<file path="config.mk">
export PLATFORM = sky130hd
export DESIGN_NAME = scs_top
export DESIGN_NICKNAME = d
export VERILOG_FILES = /design/src/rtl/scs_pkg.sv /design/src/rtl/scs_sync_edge.sv /design/src/rtl/scs_phase_gen.sv /design/src/rtl/scs_top.sv
export VERILOG_INCLUDE_DIRS = /design/src /design/src/rtl
export SDC_FILE = /design/constraint.sdc
export NUM_CORES = 1
export LEC_CHECK = 0
export ABC_AREA = 1
export BUFFER_PORTS_ARGS = -buffer_cell sky130_fd_sc_hd__buf_2
export CAP_MARGIN = 20
export CORE_MARGIN = 4
export CORE_UTILIZATION = 45
export DETAILED_ROUTE_END_ITERATION = 16
export GPL_TIMING_DRIVEN = 0
export PLACE_DENSITY = 0.67
export SLEW_MARGIN = 20
export SYNTH_ARGS = -nofsm -noshare
export SYNTH_HDL_FRONTEND = slang
export SYNTH_SLANG_ARGS = --single-unit
</file>
<file path="constraint.sdc">
create_clock -name clk_i -period 6.9 [get_ports clk_i]
set_input_delay 1.035 -clock clk_i [delete_from_list [all_inputs] [get_ports clk_i]]
set_output_delay 1.035 -clock clk_i [all_outputs]
set_load 0.01 [all_outputs]
</file>
<file path="src/rtl/scs_regs.svh">
`ifndef SCS_REGS_SVH
`define SCS_REGS_SVH

// clock and timing figures
`define SCS_CLK_NS            10
`define SCS_SYNC_PULSE_NS     500
`define SCS_SYNC_PULSE_CYC    (`SCS_SYNC_PULSE_NS / `SCS_CLK_NS)
`define SCS_MIN_ON_NS         45
`define SCS_MIN_ON_CYC        ((`SCS_MIN_ON_NS + `SCS_CLK_NS - 1) / `SCS_CLK_NS)
`define SCS_LOCK_FMAX_KHZ     500
`define SCS_LOCK_FMIN_KHZ     85
`define SCS_PER_MIN_CYC       (1000000 / (`SCS_LOCK_FMAX_KHZ * `SCS_CLK_NS))
`define SCS_PER_MAX_CYC       (1000000 / (`SCS_LOCK_FMIN_KHZ * `SCS_CLK_NS))
`define SCS_REF_TIMEOUT_CYC   (2 * `SCS_PER_MAX_CYC)
`define SCS_FREERUN_KHZ       40
`define SCS_FREERUN_PER_CYC   (1000000 / (`SCS_FREERUN_KHZ * `SCS_CLK_NS))
`define SCS_LOCK_TOL_CYC      4
`define SCS_LOCK_EDGES        4

// register byte offsets
`define SCS_ADR_CTRL          8'h00
`define SCS_ADR_NOMPER        8'h04
`define SCS_ADR_PHASE         8'h08
`define SCS_ADR_ONTIME        8'h0C
`define SCS_ADR_STATUS        8'h10
`define SCS_ADR_MASK          8'h14
`define SCS_ADR_PADS          8'h18
`define SCS_ADR_MEAS          8'h1C

// control bits
`define SCS_CTRL_RUN          0
`define SCS_CTRL_SYNC_OUT     1
`define SCS_CTRL_EXT_ONLY     2

// status and mask bits
`define SCS_ST_REF_LOST       0
`define SCS_ST_CLASH          1
`define SCS_ST_LOCK_LOST      4
`define SCS_ST_W              5

// pad state bits
`define SCS_PAD_REF_PRESENT   0
`define SCS_PAD_LOCKED        1
`define SCS_PAD_DRIVING       2
`define SCS_PAD_CLASH_N       10

// reset values
`define SCS_NOMPER_RST        16'h0190
`define SCS_ONTIME_RST        16'h0028
`define SCS_PHASE_RST         3'h0

`endif

</file>
<file path="src/rtl/scs_pkg.sv">
package scs_pkg;
    typedef enum logic [1:0] {
        SCS_NOREF = 2'b00,
        SCS_ACQ   = 2'b01,
        SCS_LOCK  = 2'b10
    } scs_lock_e;

    typedef logic [15:0] scs_per_t;
endpackage

</file>
<file path="src/rtl/scs_sync_edge.sv">
`timescale 1ns/10ps
`default_nettype none
module scs_sync_edge (
    // system
    input  wire logic clk_i,
    input  wire logic rst_i,
    // pin and edge
    input  wire logic pin_i,
    output logic      fall_o
);
    logic s1;
    logic s2;
    logic s3;

    // two-flop synchroniser, third stage only for edge finding
    always_ff @(posedge clk_i) begin
        if (rst_i) begin
            s1 <= 1'b1;
            s2 <= 1'b1;
            s3 <= 1'b1;
        end else begin
            s1 <= pin_i;
            s2 <= s1;
            s3 <= s2;
        end
    end

    // falling edges only; rising ones carry no phase
    assign fall_o = s3 & ~s2;
endmodule
`default_nettype wire

</file>
<file path="src/rtl/scs_phase_gen.sv">
`timescale 1ns/10ps
`default_nettype none
`include "scs_regs.svh"
module scs_phase_gen (
    // system
    input  wire logic             clk_i,
    input  wire logic             rst_i,
    // oscillator state
    input  wire scs_pkg::scs_per_t cnt_i,
    input  wire scs_pkg::scs_per_t per_i,
    input  wire logic             run_i,
    // settings
    input  wire logic [2:0]       code_i,
    input  wire scs_pkg::scs_per_t on_time_i,
    // switch drive
    output logic [1:0]            pwm_o
);
    localparam logic [15:0] MIN_ON = 16'(`SCS_MIN_ON_CYC);

    logic [18:0] prod;
    logic [15:0] base;

    // offset in eighths of the period from the sync edge
    assign prod = 19'(per_i) * 19'(code_i);
    assign base = prod[18:3];

    for (genvar c = 0; c < 2; c++) begin : g_chan
        logic [16:0] sum;
        logic [15:0] offset;
        logic        start;
        logic [15:0] on_cnt;
        logic [16:0] acc;
        logic [16:0] next_acc;

        // second channel sits half a period behind the first
        assign sum    = {1'b0, base} + ((c == 1) ? {2'b00, per_i[15:1]} : 17'h00000);
        assign offset = (sum >= {1'b0, per_i}) ? 16'(sum - {1'b0, per_i}) : sum[15:0];
        assign start  = run_i & (cnt_i == offset);
        assign next_acc = acc + {1'b0, on_time_i};

        // too-short pulses are banked, whole skipped cycles keep the average
        always_ff @(posedge clk_i) begin
            if (rst_i) begin
                pwm_o[c] <= 1'b0;
                on_cnt   <= 16'h0000;
                acc      <= 17'h00000;
            end else if (start) begin
                if (on_time_i >= MIN_ON) begin
                    pwm_o[c] <= 1'b1;
                    on_cnt   <= on_time_i - 16'h0001;
                end else if (next_acc >= {1'b0, MIN_ON}) begin
                    pwm_o[c] <= 1'b1;
                    on_cnt   <= MIN_ON - 16'h0001;
                    acc      <= next_acc - {1'b0, MIN_ON};
                end else begin
                    pwm_o[c] <= 1'b0;
                    acc      <= next_acc;
                end
            end else if (pwm_o[c]) begin
                if (on_cnt == 16'h0000) begin
                    pwm_o[c] <= 1'b0;
                end else begin
                    on_cnt <= on_cnt - 16'h0001;
                end
            end
        end
    end
endmodule
`default_nettype wire

</file>
<file path="src/rtl/scs_top.sv">
// Overview of operation
// oscillator phase follows falling sync edges; rising edges are ignored.
// low three bits of phase config set each channel's offset from the edge.
// edge-triggered detection with fixed phase shift, never locking on harmonics.
// lock is held for references between 85 kHz and 500 kHz.
// lock loss in operation sets status bit 4 and pulls alert low.
// lock-loss bit stays set until software writes a one to it.
// masked lock fault is still recorded but does not pull alert.
// without reference edges the programmed nominal period runs the switching.
// external-only mode without reference runs at lowest free-running frequency.
// only one device on a shared line drives sync; others listen.
// driving sync while seeing an external reference drives pad bit 10 low.
// on-time below the minimum makes the channel skip cycles, still regulating.
// as sync source, pull the line low for 500 ns then release.
// missing expected reference is detected and switching continues at own rate.
// writing zero leaves the lock bit; clearing it leaves other bits alone.
//
// The placing of the registers and the Wishbone slave port were left to the implementer.
`timescale 1ns/10ps
`default_nettype none
`include "scs_regs.svh"
module scs_top (
    // system
    input  wire logic        clk_i,
    input  wire logic        rst_i,
    // wishbone slave
    input  wire logic        wb_cyc_i,
    input  wire logic        wb_stb_i,
    input  wire logic        wb_we_i,
    input  wire logic [7:0]  wb_adr_i,
    input  wire logic [3:0]  wb_sel_i,
    input  wire logic [31:0] wb_dat_i,
    output logic [31:0]      wb_dat_o,
    output logic             wb_ack_o,
    // shared open-drain sync line
    input  wire logic        sync_i,
    output logic             sync_o,
    output logic             sync_oe_o,
    // alert and interrupt
    output logic             alert_n_o,
    output logic             irq_o,
    // channel switch drive
    output logic [1:0]       pwm_o
);
    localparam logic [15:0] PER_MIN   = 16'(`SCS_PER_MIN_CYC);
    localparam logic [15:0] PER_MAX   = 16'(`SCS_PER_MAX_CYC);
    localparam logic [15:0] TIMEOUT   = 16'(`SCS_REF_TIMEOUT_CYC);
    localparam logic [15:0] FREE_PER  = 16'(`SCS_FREERUN_PER_CYC);
    localparam logic [15:0] LOCK_TOL  = 16'(`SCS_LOCK_TOL_CYC);
    localparam logic [1:0]  LOCK_LAST = 2'(`SCS_LOCK_EDGES - 1);
    localparam logic [7:0]  PULSE_CYC = 8'(`SCS_SYNC_PULSE_CYC);

    // software state
    logic                    ctrl_run;
    logic                    ctrl_sync_out;
    logic                    ctrl_ext_only;
    scs_pkg::scs_per_t       nom_per;
    logic [2:0]              phase_code;
    scs_pkg::scs_per_t       on_time;
    logic [`SCS_ST_W-1:0]    status;
    logic [`SCS_ST_W-1:0]    mask;
    logic [`SCS_ST_W-1:0]    events;
    logic [`SCS_ST_W-1:0]    w1c;

    // bus decode
    logic                    wb_req;
    logic                    wb_wr;
    logic [31:0]             wmask;
    logic [31:0]             wdat;
    logic [31:0]             next_rdat;

    // reference tracking
    logic                    sync_fall;
    logic                    ext_fall;
    scs_pkg::scs_per_t       gap;
    scs_pkg::scs_per_t       meas_new;
    scs_pkg::scs_per_t       meas_per;
    scs_pkg::scs_per_t       diff;
    logic                    in_range;
    logic                    close;
    logic                    ref_present;
    logic                    ref_timeout;
    scs_pkg::scs_lock_e      lock_state;
    logic [1:0]              good_cnt;
    logic                    lock_lost_ev;
    logic                    ref_lost_ev;
    logic                    clash_ev;

    // oscillator and sync drive
    logic                    track;
    scs_pkg::scs_per_t       act_per;
    scs_pkg::scs_per_t       osc_cnt;
    logic [7:0]              drv_cnt;
    logic [15:0]             pads;

    scs_sync_edge u_edge (
        .clk_i  (clk_i),
        .rst_i  (rst_i),
        .pin_i  (sync_i),
        .fall_o (sync_fall)
    );

    scs_phase_gen u_phase (
        .clk_i     (clk_i),
        .rst_i     (rst_i),
        .cnt_i     (osc_cnt),
        .per_i     (act_per),
        .run_i     (ctrl_run),
        .code_i    (phase_code),
        .on_time_i (on_time),
        .pwm_o     (pwm_o)
    );

    // one-cycle request strobe; ack gap keeps each access single
    assign wb_req = wb_cyc_i & wb_stb_i & ~wb_ack_o;
    assign wb_wr  = wb_req & wb_we_i;
    assign wmask  = {{8{wb_sel_i[3]}}, {8{wb_sel_i[2]}}, {8{wb_sel_i[1]}}, {8{wb_sel_i[0]}}};
    assign wdat   = wb_dat_i & wmask;
    assign w1c    = (wb_wr && wb_adr_i == `SCS_ADR_STATUS) ? wdat[`SCS_ST_W-1:0]
                                                            : {`SCS_ST_W{1'b0}};

    // wishbone ack, one cycle after the request
    always_ff @(posedge clk_i) begin
        if (rst_i) begin
            wb_ack_o <= 1'b0;
        end else begin
            wb_ack_o <= wb_req;
        end
    end

    // read mux; unmapped offsets read zero
    always_comb begin
        next_rdat = 32'h00000000;
        unique case (wb_adr_i)
            `SCS_ADR_CTRL: begin
                next_rdat[`SCS_CTRL_RUN]      = ctrl_run;
                next_rdat[`SCS_CTRL_SYNC_OUT] = ctrl_sync_out;
                next_rdat[`SCS_CTRL_EXT_ONLY] = ctrl_ext_only;
            end
            `SCS_ADR_NOMPER: next_rdat[15:0]            = nom_per;
            `SCS_ADR_PHASE:  next_rdat[2:0]             = phase_code;
            `SCS_ADR_ONTIME: next_rdat[15:0]            = on_time;
            `SCS_ADR_STATUS: next_rdat[`SCS_ST_W-1:0]   = status;
            `SCS_ADR_MASK:   next_rdat[`SCS_ST_W-1:0]   = mask;
            `SCS_ADR_PADS:   next_rdat[15:0]            = pads;
            `SCS_ADR_MEAS:   next_rdat[15:0]            = meas_per;
            default:         next_rdat                  = 32'h00000000;
        endcase
    end

    always_ff @(posedge clk_i) begin
        if (rst_i) begin
            wb_dat_o <= 32'h00000000;
        end else if (wb_req && !wb_we_i) begin
            wb_dat_o <= next_rdat;
        end
    end

    // writable settings, honouring byte enables
    always_ff @(posedge clk_i) begin
        if (rst_i) begin
            ctrl_run      <= 1'b0;
            ctrl_sync_out <= 1'b0;
            ctrl_ext_only <= 1'b0;
            nom_per       <= `SCS_NOMPER_RST;
            phase_code    <= `SCS_PHASE_RST;
            on_time       <= `SCS_ONTIME_RST;
            mask          <= {`SCS_ST_W{1'b0}};
        end else if (wb_wr) begin
            unique case (wb_adr_i)
                `SCS_ADR_CTRL: begin
                    if (wb_sel_i[0]) begin
                        ctrl_run      <= wb_dat_i[`SCS_CTRL_RUN];
                        ctrl_sync_out <= wb_dat_i[`SCS_CTRL_SYNC_OUT];
                        ctrl_ext_only <= wb_dat_i[`SCS_CTRL_EXT_ONLY];
                    end
                end
                `SCS_ADR_NOMPER: nom_per    <= (nom_per & ~wmask[15:0]) | wdat[15:0];
                `SCS_ADR_PHASE:  phase_code <= wb_sel_i[0] ? wb_dat_i[2:0] : phase_code;
                `SCS_ADR_ONTIME: on_time    <= (on_time & ~wmask[15:0]) | wdat[15:0];
                `SCS_ADR_MASK: begin
                    mask <= (mask & ~wmask[`SCS_ST_W-1:0]) | wdat[`SCS_ST_W-1:0];
                end
                default: ;
            endcase
        end
    end

    // only falls we did not cause ourselves count as a reference
    assign ext_fall    = sync_fall & ~sync_oe_o;
    assign meas_new    = gap + 16'h0001;
    assign diff        = (meas_new >= meas_per) ? meas_new - meas_per : meas_per - meas_new;
    assign in_range    = (meas_new >= PER_MIN) && (meas_new <= PER_MAX);
    assign close       = diff <= LOCK_TOL;
    assign ref_present = gap < TIMEOUT;
    assign ref_timeout = (gap == TIMEOUT - 16'h0001) && !ext_fall;

    // period between falling edges, saturating when the line goes quiet
    always_ff @(posedge clk_i) begin
        if (rst_i) begin
            gap      <= TIMEOUT;
            meas_per <= 16'h0000;
        end else if (ext_fall) begin
            gap      <= 16'h0000;
            meas_per <= meas_new;
        end else if (gap != TIMEOUT) begin
            gap <= gap + 16'h0001;
        end
    end

    // lock detection: period measured from edges, so no harmonic can pass
    always_ff @(posedge clk_i) begin
        if (rst_i) begin
            lock_state   <= scs_pkg::SCS_NOREF;
            good_cnt     <= 2'b00;
            lock_lost_ev <= 1'b0;
            ref_lost_ev  <= 1'b0;
        end else begin
            lock_lost_ev <= 1'b0;
            ref_lost_ev  <= 1'b0;
            unique case (lock_state)
                scs_pkg::SCS_NOREF: begin
                    good_cnt <= 2'b00;
                    if (ext_fall && in_range) begin
                        lock_state <= scs_pkg::SCS_ACQ;
                    end
                end
                scs_pkg::SCS_ACQ: begin
                    if (ref_timeout) begin
                        lock_state  <= scs_pkg::SCS_NOREF;
                        ref_lost_ev <= 1'b1;
                    end else if (ext_fall) begin
                        if (in_range && close) begin
                            if (good_cnt == LOCK_LAST) begin
                                lock_state <= scs_pkg::SCS_LOCK;
                            end else begin
                                good_cnt <= good_cnt + 2'b01;
                            end
                        end else begin
                            good_cnt <= 2'b00;
                        end
                    end
                end
                scs_pkg::SCS_LOCK: begin
                    good_cnt <= 2'b00;
                    if (ref_timeout) begin
                        lock_state   <= scs_pkg::SCS_NOREF;
                        ref_lost_ev  <= 1'b1;
                        lock_lost_ev <= ctrl_run & ~ctrl_sync_out;
                    end else if (ext_fall && !(in_range && close)) begin
                        lock_state   <= scs_pkg::SCS_ACQ;
                        lock_lost_ev <= ctrl_run & ~ctrl_sync_out;
                    end
                end
                default: lock_state <= scs_pkg::SCS_NOREF;
            endcase
        end
    end

    // a source that also hears a foreign edge reports the clash
    assign clash_ev = ctrl_sync_out & ext_fall;

    always_comb begin
        events                     = {`SCS_ST_W{1'b0}};
        events[`SCS_ST_REF_LOST]   = ref_lost_ev;
        events[`SCS_ST_CLASH]      = clash_ev;
        events[`SCS_ST_LOCK_LOST]  = lock_lost_ev;
    end

    // sticky status: new event beats a clear in the same cycle
    always_ff @(posedge clk_i) begin
        if (rst_i) begin
            status <= {`SCS_ST_W{1'b0}};
        end else begin
            status <= (status & ~w1c) | events;
        end
    end

    // alert low and irq high while any unmasked bit is set
    always_ff @(posedge clk_i) begin
        if (rst_i) begin
            alert_n_o <= 1'b1;
            irq_o     <= 1'b0;
        end else begin
            alert_n_o <= ~|(((status & ~w1c) | events) & ~mask);
            irq_o     <= |(((status & ~w1c) | events) & ~mask);
        end
    end

    // period source: tracked reference, else fallback
    assign track = ~ctrl_sync_out && (lock_state != scs_pkg::SCS_NOREF);

    always_comb begin
        if (track) begin
            act_per = meas_per;
        end else if (ctrl_ext_only) begin
            act_per = FREE_PER;
        end else begin
            act_per = nom_per;
        end
    end

    // switching oscillator, restarted by every tracked falling edge
    always_ff @(posedge clk_i) begin
        if (rst_i) begin
            osc_cnt <= 16'h0000;
        end else if (track && ext_fall) begin
            osc_cnt <= 16'h0000;
        end else if (osc_cnt >= act_per - 16'h0001) begin
            osc_cnt <= 16'h0000;
        end else begin
            osc_cnt <= osc_cnt + 16'h0001;
        end
    end

    // sync source: fixed low pulse at the start of each period
    always_ff @(posedge clk_i) begin
        if (rst_i) begin
            sync_oe_o <= 1'b0;
            drv_cnt   <= 8'h00;
        end else if (!sync_oe_o) begin
            if (ctrl_sync_out && ctrl_run && osc_cnt == 16'h0000) begin
                sync_oe_o <= 1'b1;
                drv_cnt   <= PULSE_CYC - 8'h01;
            end
        end else if (drv_cnt == 8'h00) begin
            sync_oe_o <= 1'b0;
        end else begin
            drv_cnt <= drv_cnt - 8'h01;
        end
    end

    // open drain: the data side is always low
    always_ff @(posedge clk_i) begin
        sync_o <= 1'b0;
    end

    // pad report; clash bit is active low
    always_comb begin
        pads                       = 16'h0000;
        pads[`SCS_PAD_REF_PRESENT] = ref_present;
        pads[`SCS_PAD_LOCKED]      = lock_state == scs_pkg::SCS_LOCK;
        pads[`SCS_PAD_DRIVING]     = sync_oe_o;
        pads[`SCS_PAD_CLASH_N]     = ~(ctrl_sync_out & ref_present);
    end
endmodule
`default_nettype wire

</file>
Yosys cells after proc, flatten, opt, wreduce, memory -nomap -nowiden
Cells that the tools add are included.

Order comparisons: 11. Shifts and indexed selects: 0. Equality and inequality tests: 27. $add $sub $neg: 17. Reduce and logical (&&, ||, !) cells: 46. Multiply operators: 1. Bitwise logic cells: 32. Mux-type cells: 55. Divide/modulo/power cells: 0.

Operators with widths (number): 2-to-1 mux 16 bit (15); subtractor 16 x 1 -> 16 bit, second input constant (4); subtractor 16 bit (4); bitwise AND 16 bit (3); greater-or-equal comparator 16 bit (3); zero test 16 bit (3); case mux 11 bit (4 select lines) (1); adder 17 x 16 -> 17 bit (2); greater-or-equal comparator 17 x 3 -> 1 bit, second input constant (2); 2-to-1 mux 17 bit (2); subtractor 17 x 3 -> 17 bit, second input constant (2); adder 16 x 1 -> 16 bit, second input constant (2); equality test 16 bit (2); equality test 8 x 5 -> 1 bit, second input constant (4); bitwise OR 16 bit (2); 2-to-1 mux 12 bit (2); 2-to-1 mux 8 bit (3); case mux 3 bit (8 select lines) (1); 2-to-1 mux 2 bit (11); multiplier 16 x 3 -> 19 bit (1); inequality test 3 bit, second input constant (6); adder 16 x 15 -> 17 bit (1); greater-or-equal comparator 17 x 16 -> 1 bit (1); equality test 16 x 12 -> 1 bit, second input constant (1); other kinds (38) (111).

Register bits after elaboration: 201. Memories kept: 0. Output and inout bits: 39. Logic and storage cells: 220. RAM bits: 0. Latch bits: 0. Memory bits (read-only): 0.

Longest topological paths before layout
Depth in word-level cells: 11. Mapped depth: 58. Mapped depth without buffers: 55.

Modules after synthesis
From an unflattened synthesis, not the netlist that was laid out.

Cells, all modules: 3442. Area total of the unflattened synthesis: 20946.3 um2.

Modules (own cells, without submodules): scs_phase_gen (cells each 2054, area each 11877.6 um2, times used 1); scs_top (cells each 1376, area each 8974.9 um2, times used 1); scs_sync_edge (cells each 12, area each 93.8 um2, times used 1).

Least setup slack after synthesis
Ideal clock, no wire load.

Kind: flip-flop to flip-flop. Start: reg lock_state[0]. End: reg u_phase.g_chan[1].on_cnt[12]. Arrival: 6.780 ns. Setup slack: 0.006 ns. Path buffers: 3. Cell stages (with the launch flop): 54. Data required time: 6.786 ns. Cell sequence: dfxtp_1 > inv_1 > ha_1 > inv_1 > nand2_1 > buf_2 > o21ai_1 > nor2_1 > fa_1 > nand2_1 > inv_1 > nand3_1 > nor2_1 > inv_1 > fa_1 > inv_1 > nand2_1 > nand2_1 > [... 18 more ...] > nor2_1 > inv_1 > a21oi_4 > nand3_4 > buf_6 > nand2_1 > nand2_1 > nand2_1 > nand2_1 > nor2_1 > nand2_1 > nor2_4 > nand3_2 > nand2_4 > nand2_4 > buf_6 > nor2_1 > nor2_2.

Cells in the longest elaborated chain, start to end: 11.

RTL lines: from (decl) (RTL line scs_top.sv:83) `scs_pkg::scs_lock_e lock_state;`; from (signal assigned) (RTL line scs_top.sv:214) `lock_state <= scs_pkg::SCS_NOREF;`; from (signal assigned) (RTL line scs_top.sv:225) `lock_state <= scs_pkg::SCS_ACQ;`; from (signal assigned) (RTL line scs_top.sv:230) `lock_state <= scs_pkg::SCS_NOREF;`; nonzero test 2 bit (*) (RTL line scs_top.sv:291) `assign track = ~ctrl_sync_out && (lock_state != scs_pkg::SCS_NOREF);`; logical AND 1 bit (*) (RTL line scs_top.sv:291); 2-to-1 mux 16 bit (*) (RTL line scs_top.sv:294) `if (track) begin`; multiplier 16 x 3 -> 19 bit (RTL line scs_phase_gen.sv:24) `assign prod = 19'(per_i) * 19'(code_i);`; adder 16 x 15 -> 17 bit (RTL line scs_phase_gen.sv:36) `assign sum = {1'b0, base} + ((c == 1) ? {2'b00, per_i[15:1]} : 17'h00000);`; subtractor 16 bit or greater-or-equal comparator 17 x 16 -> 1 bit (tied branches) (RTL line scs_phase_gen.sv:37) `assign offset = (sum >= {1'b0, per_i}) ? 16'(sum - {1'b0, per_i}) : sum[15:0];`; 2-to-1 mux 16 bit (*) (RTL line scs_phase_gen.sv:37); equality test 16 bit (*) (RTL line scs_phase_gen.sv:38) `assign start = run_i & (cnt_i == offset);`; bitwise AND 1 bit (*) (RTL line scs_phase_gen.sv:38); inequality test 3 bit (no source line), or another cell as far along; AND reduction 3 bit (no source line); to (signal assigned) (RTL line scs_phase_gen.sv:50) `on_cnt <= on_time_i - 16'h0001;`; to (signal assigned) (RTL line scs_phase_gen.sv:53) `on_cnt <= MIN_ON - 16'h0001;`; to (signal assigned) (RTL line scs_phase_gen.sv:63) `on_cnt <= on_cnt - 16'h0001;`; to (decl) (RTL line scs_phase_gen.sv:31) `logic [15:0] on_cnt;`.

Mark *: on every way between the ends. The rest lies on a longest branch, timed or not. A chain may end at the register's enable or synchronous reset.

Worst setup path in the final report
Start: reg lock_state[0]. End: reg u_phase.g_chan[1].on_cnt[11].

The elaborated chain is that of the path after synthesis.

==> impl_results.md <==
- Status: complete, but fails checks
- Failing checks: setup timing
- Final count of pins violating max slew: 0
- Layout area overhead: 22.3%
- Post-DP HPWL: 55600 um
- Drt drc: 0
- Final Hold Viols: 0
- Actual slew at the worst max-slew pin: 0.980 ns
- Die area: 0.0492 mm2
- Yosys warns: 0
- Clock Tree Buf Depth: 3
- Post-Syn Instances: 3450
- GP Congestion: 0.956
- Placement Rows: 78
- CTS sink cnt: 201
- Synth Register Bits: 201
- Post-Syn Area: 0.0206 mm2
- Fillers: 4511
- EDFF count, synth: 0
- Arrival time worst endpoint: 7.50 ns
- Hold WC Path Type: reg -> reg
- Clock Root Buffer: clkbuf_16
- Layout cells sized above 1: 15.6%
- Total number of vias: 23200
- Hold path depth: 2
- Final #Nets: 3907
- Aggregate global-route resource usage: 27.6%
- Via density per instance: 5.40
- DRT Wirelength: 73100 um
- H-tree depth: 1
- Initial antenna violation count: 2
- Core Box Area: 0.0453 mm2
- Top-Level Pins: 89
- Worst skew pair latency: 0.54 ns
- Top-count cell post-synth: nand2_1
- Most used cell, CP: buf_4
- Area leader, netlist: dfxtp_1
- CTS tree: done
- FFs w/ async S/R, synth: 0%
- Max rail drop VDD: 276 uV
- Min Tclk post-route: 7.03 ns
- Synth top cells by count: nand2_1 (970), inv_1 (483), nor2_1 (398)
- Max-cap violation count: 0
- TritonRoute pass-1 iters: 6
- Post-synthesis sequential area ratio: 19.5%
- Vias in the first global route: 21200
- Max_slew headroom: 34.1%
- Count of different cell masters after synthesis: 56
- Worst path slowest cell: fa_1
- CP max stage delay: 0.53 ns
- Main flop type after synthesis: dfxtp_1
- FMAX: 142 MHz
- Worst-path clk slew: 0.07 ns
- RSZ-0062 raised after global routing: true
- Core Util, Final: 55.6%
- FF/Latch Area: 0.00403 mm2
- CP required: 7.37 ns
- CP Class: reg -> reg
- Total gr overflow: 0
- Post-synth top area share: 19.5%
- CP Capture Type: flip-flop
- Die height: 222 um
- Multi-input combinational cell area: 0.0158 mm2
- Top cells by area, synth: dfxtp_1 (20%), nand2_1 (18%), ha_1 (9.8%)
- Layout Skew: 0.0308 ns
- Die width: 222 um
- Routed WL per cell: 17.0 um
- Largest net degree at the start of global routing: 14
- Critical Path Fanout Max: 6
- Finished Layout Cells: 4293
- I/O Buffers: 52
- Dpl cells: 4120
- PD cells: 322 mW/mm2
- Dpl ws: -2.32 ns
- Fin worst setup slack: -0.131 ns
- Cell count of the worst reg-to-reg path: 53
- Starting Density: 45.5%
- DR iter-0 viols: 2187
- Final setup fails: 34
- CTS Buf Count: 25
- P_leak: 12.7 nW
- Global-route wire length before repair: 111000 um
- Syn avg cell area: 5.97 um2
- Hold buffers post-CTS: 0
- Period Utilization, post-route: 102%
- ANT nets after route: 0
- Critical Path Start Type: flip-flop
where the power goes:
part           leakage [nW]  switching (mW)  internal (mW)
sequential             1.62          0.0399           1.19
combinational          10.7            3.45           2.05
clock                 0.414           0.541          0.832
area by class of cell:
cell class | instances | share of cell area (%)
clock inverters | 8 | 0.527
multi-input cells | 2680 | 62.7
plain buffers | 88 | 2.16
inverters | 497 | 7.51
repair buffers | 183 | 5.28
clock buffers | 35 | 2.83
well taps | 600 | 2.98
flip-flops and latches | 201 | 16.0
diodes | 1 | 0.00994
placed cells by master, fill, tap and decap left out, drive strengths merged, types with 3 or more instances in the layout:
cell type / instances
nand2: 979
inv: 492
nor2: 409
nand3: 256
buf: 222
a21oi: 214
dfxtp: 201
o21ai: 188
ha: 161
xor2: 114
clkbuf: 84
nand4: 59
nor3: 57
xnor2: 39
o22ai: 27
fa: 20
conb: 17
nor4: 16
nand3b: 15
o21bai: 14
o211ai: 12
or2: 10
a21boi: 9
a31oi: 8
nor3b: 8
and2: 8
o221ai: 7
clkinv: 7
o21a: 6
a21o: 4
o41ai: 4
a22o: 4
clkinvlp: 3
and3: 3
o31ai: 3
bufinv: 3
critical path: cells and delay by family (launching register included):
family	cells	cell delay [ns]
AND/OR/NAND/NOR	28	2.80
flip-flops	1	0.35
XOR/XNOR	1	0.19
buffers and inverters	19	2.30
adder cells (fa/ha/maj)	4	1.25
AO/OA/AOI/OAI	1	0.09
worst paths after layout:
path	start	endpoint	slack [ns]
min reg2reg	u_edge.s2	u_edge.s3	0.43
max reg2reg	lock_state[0]	u_phase.g_chan[1].on_cnt[11]	-0.13
min	u_edge.s2	u_edge.s3	0.43
max	lock_state[0]	u_phase.g_chan[1].on_cnt[11]	-0.13
cells by family after synthesis:
group	after synthesis	share of synthesized area, %
simple gates	1823	37.4
buf+inv	585	11.2
compound gates	506	13.6
flops	201	19.5
fa+ha+maj	181	11.7
xor+xnor	153	6.51
other cells	1	0.0182
per-layer routing:
metal	track usage [%]	part of all wire [%]	wire length, um	up-vias
met1	38.3	44	32100	10500
met5	0	0.016	12	-
li1	-	-	-	11600
met2	44.0	44	32200	933
met3	4.13	8.3	6040	184
met4	9.08	3.7	2710	2
per-stage QoR:
stage / power, mW / TNS, ns / hold WS [ns] / cell area (um2)
floorplan: 4.42 / 0 / 0.389 / 20600
global placement: 5.42 / -131.32 / 0.398 / 21700
detailed placement: 5.44 / -111.86 / 0.402 / 21700
CTS: 7.44 / 0 / 0.424 / 24100
global route: 8.68 / -15.28 / 0.442 / 25200
finish: 8.10 / -2.67 / 0.428 / 25200
timing repair:
item | 4_1_cts | 5_1_grt
cloned | 4 | 3
setup buffers | 77 | 45
setup endpoints to repair | 68 | 68
resized for setup | 236 | 196
pin swaps | 85 | 111
(Power assumes the default switching activity.)
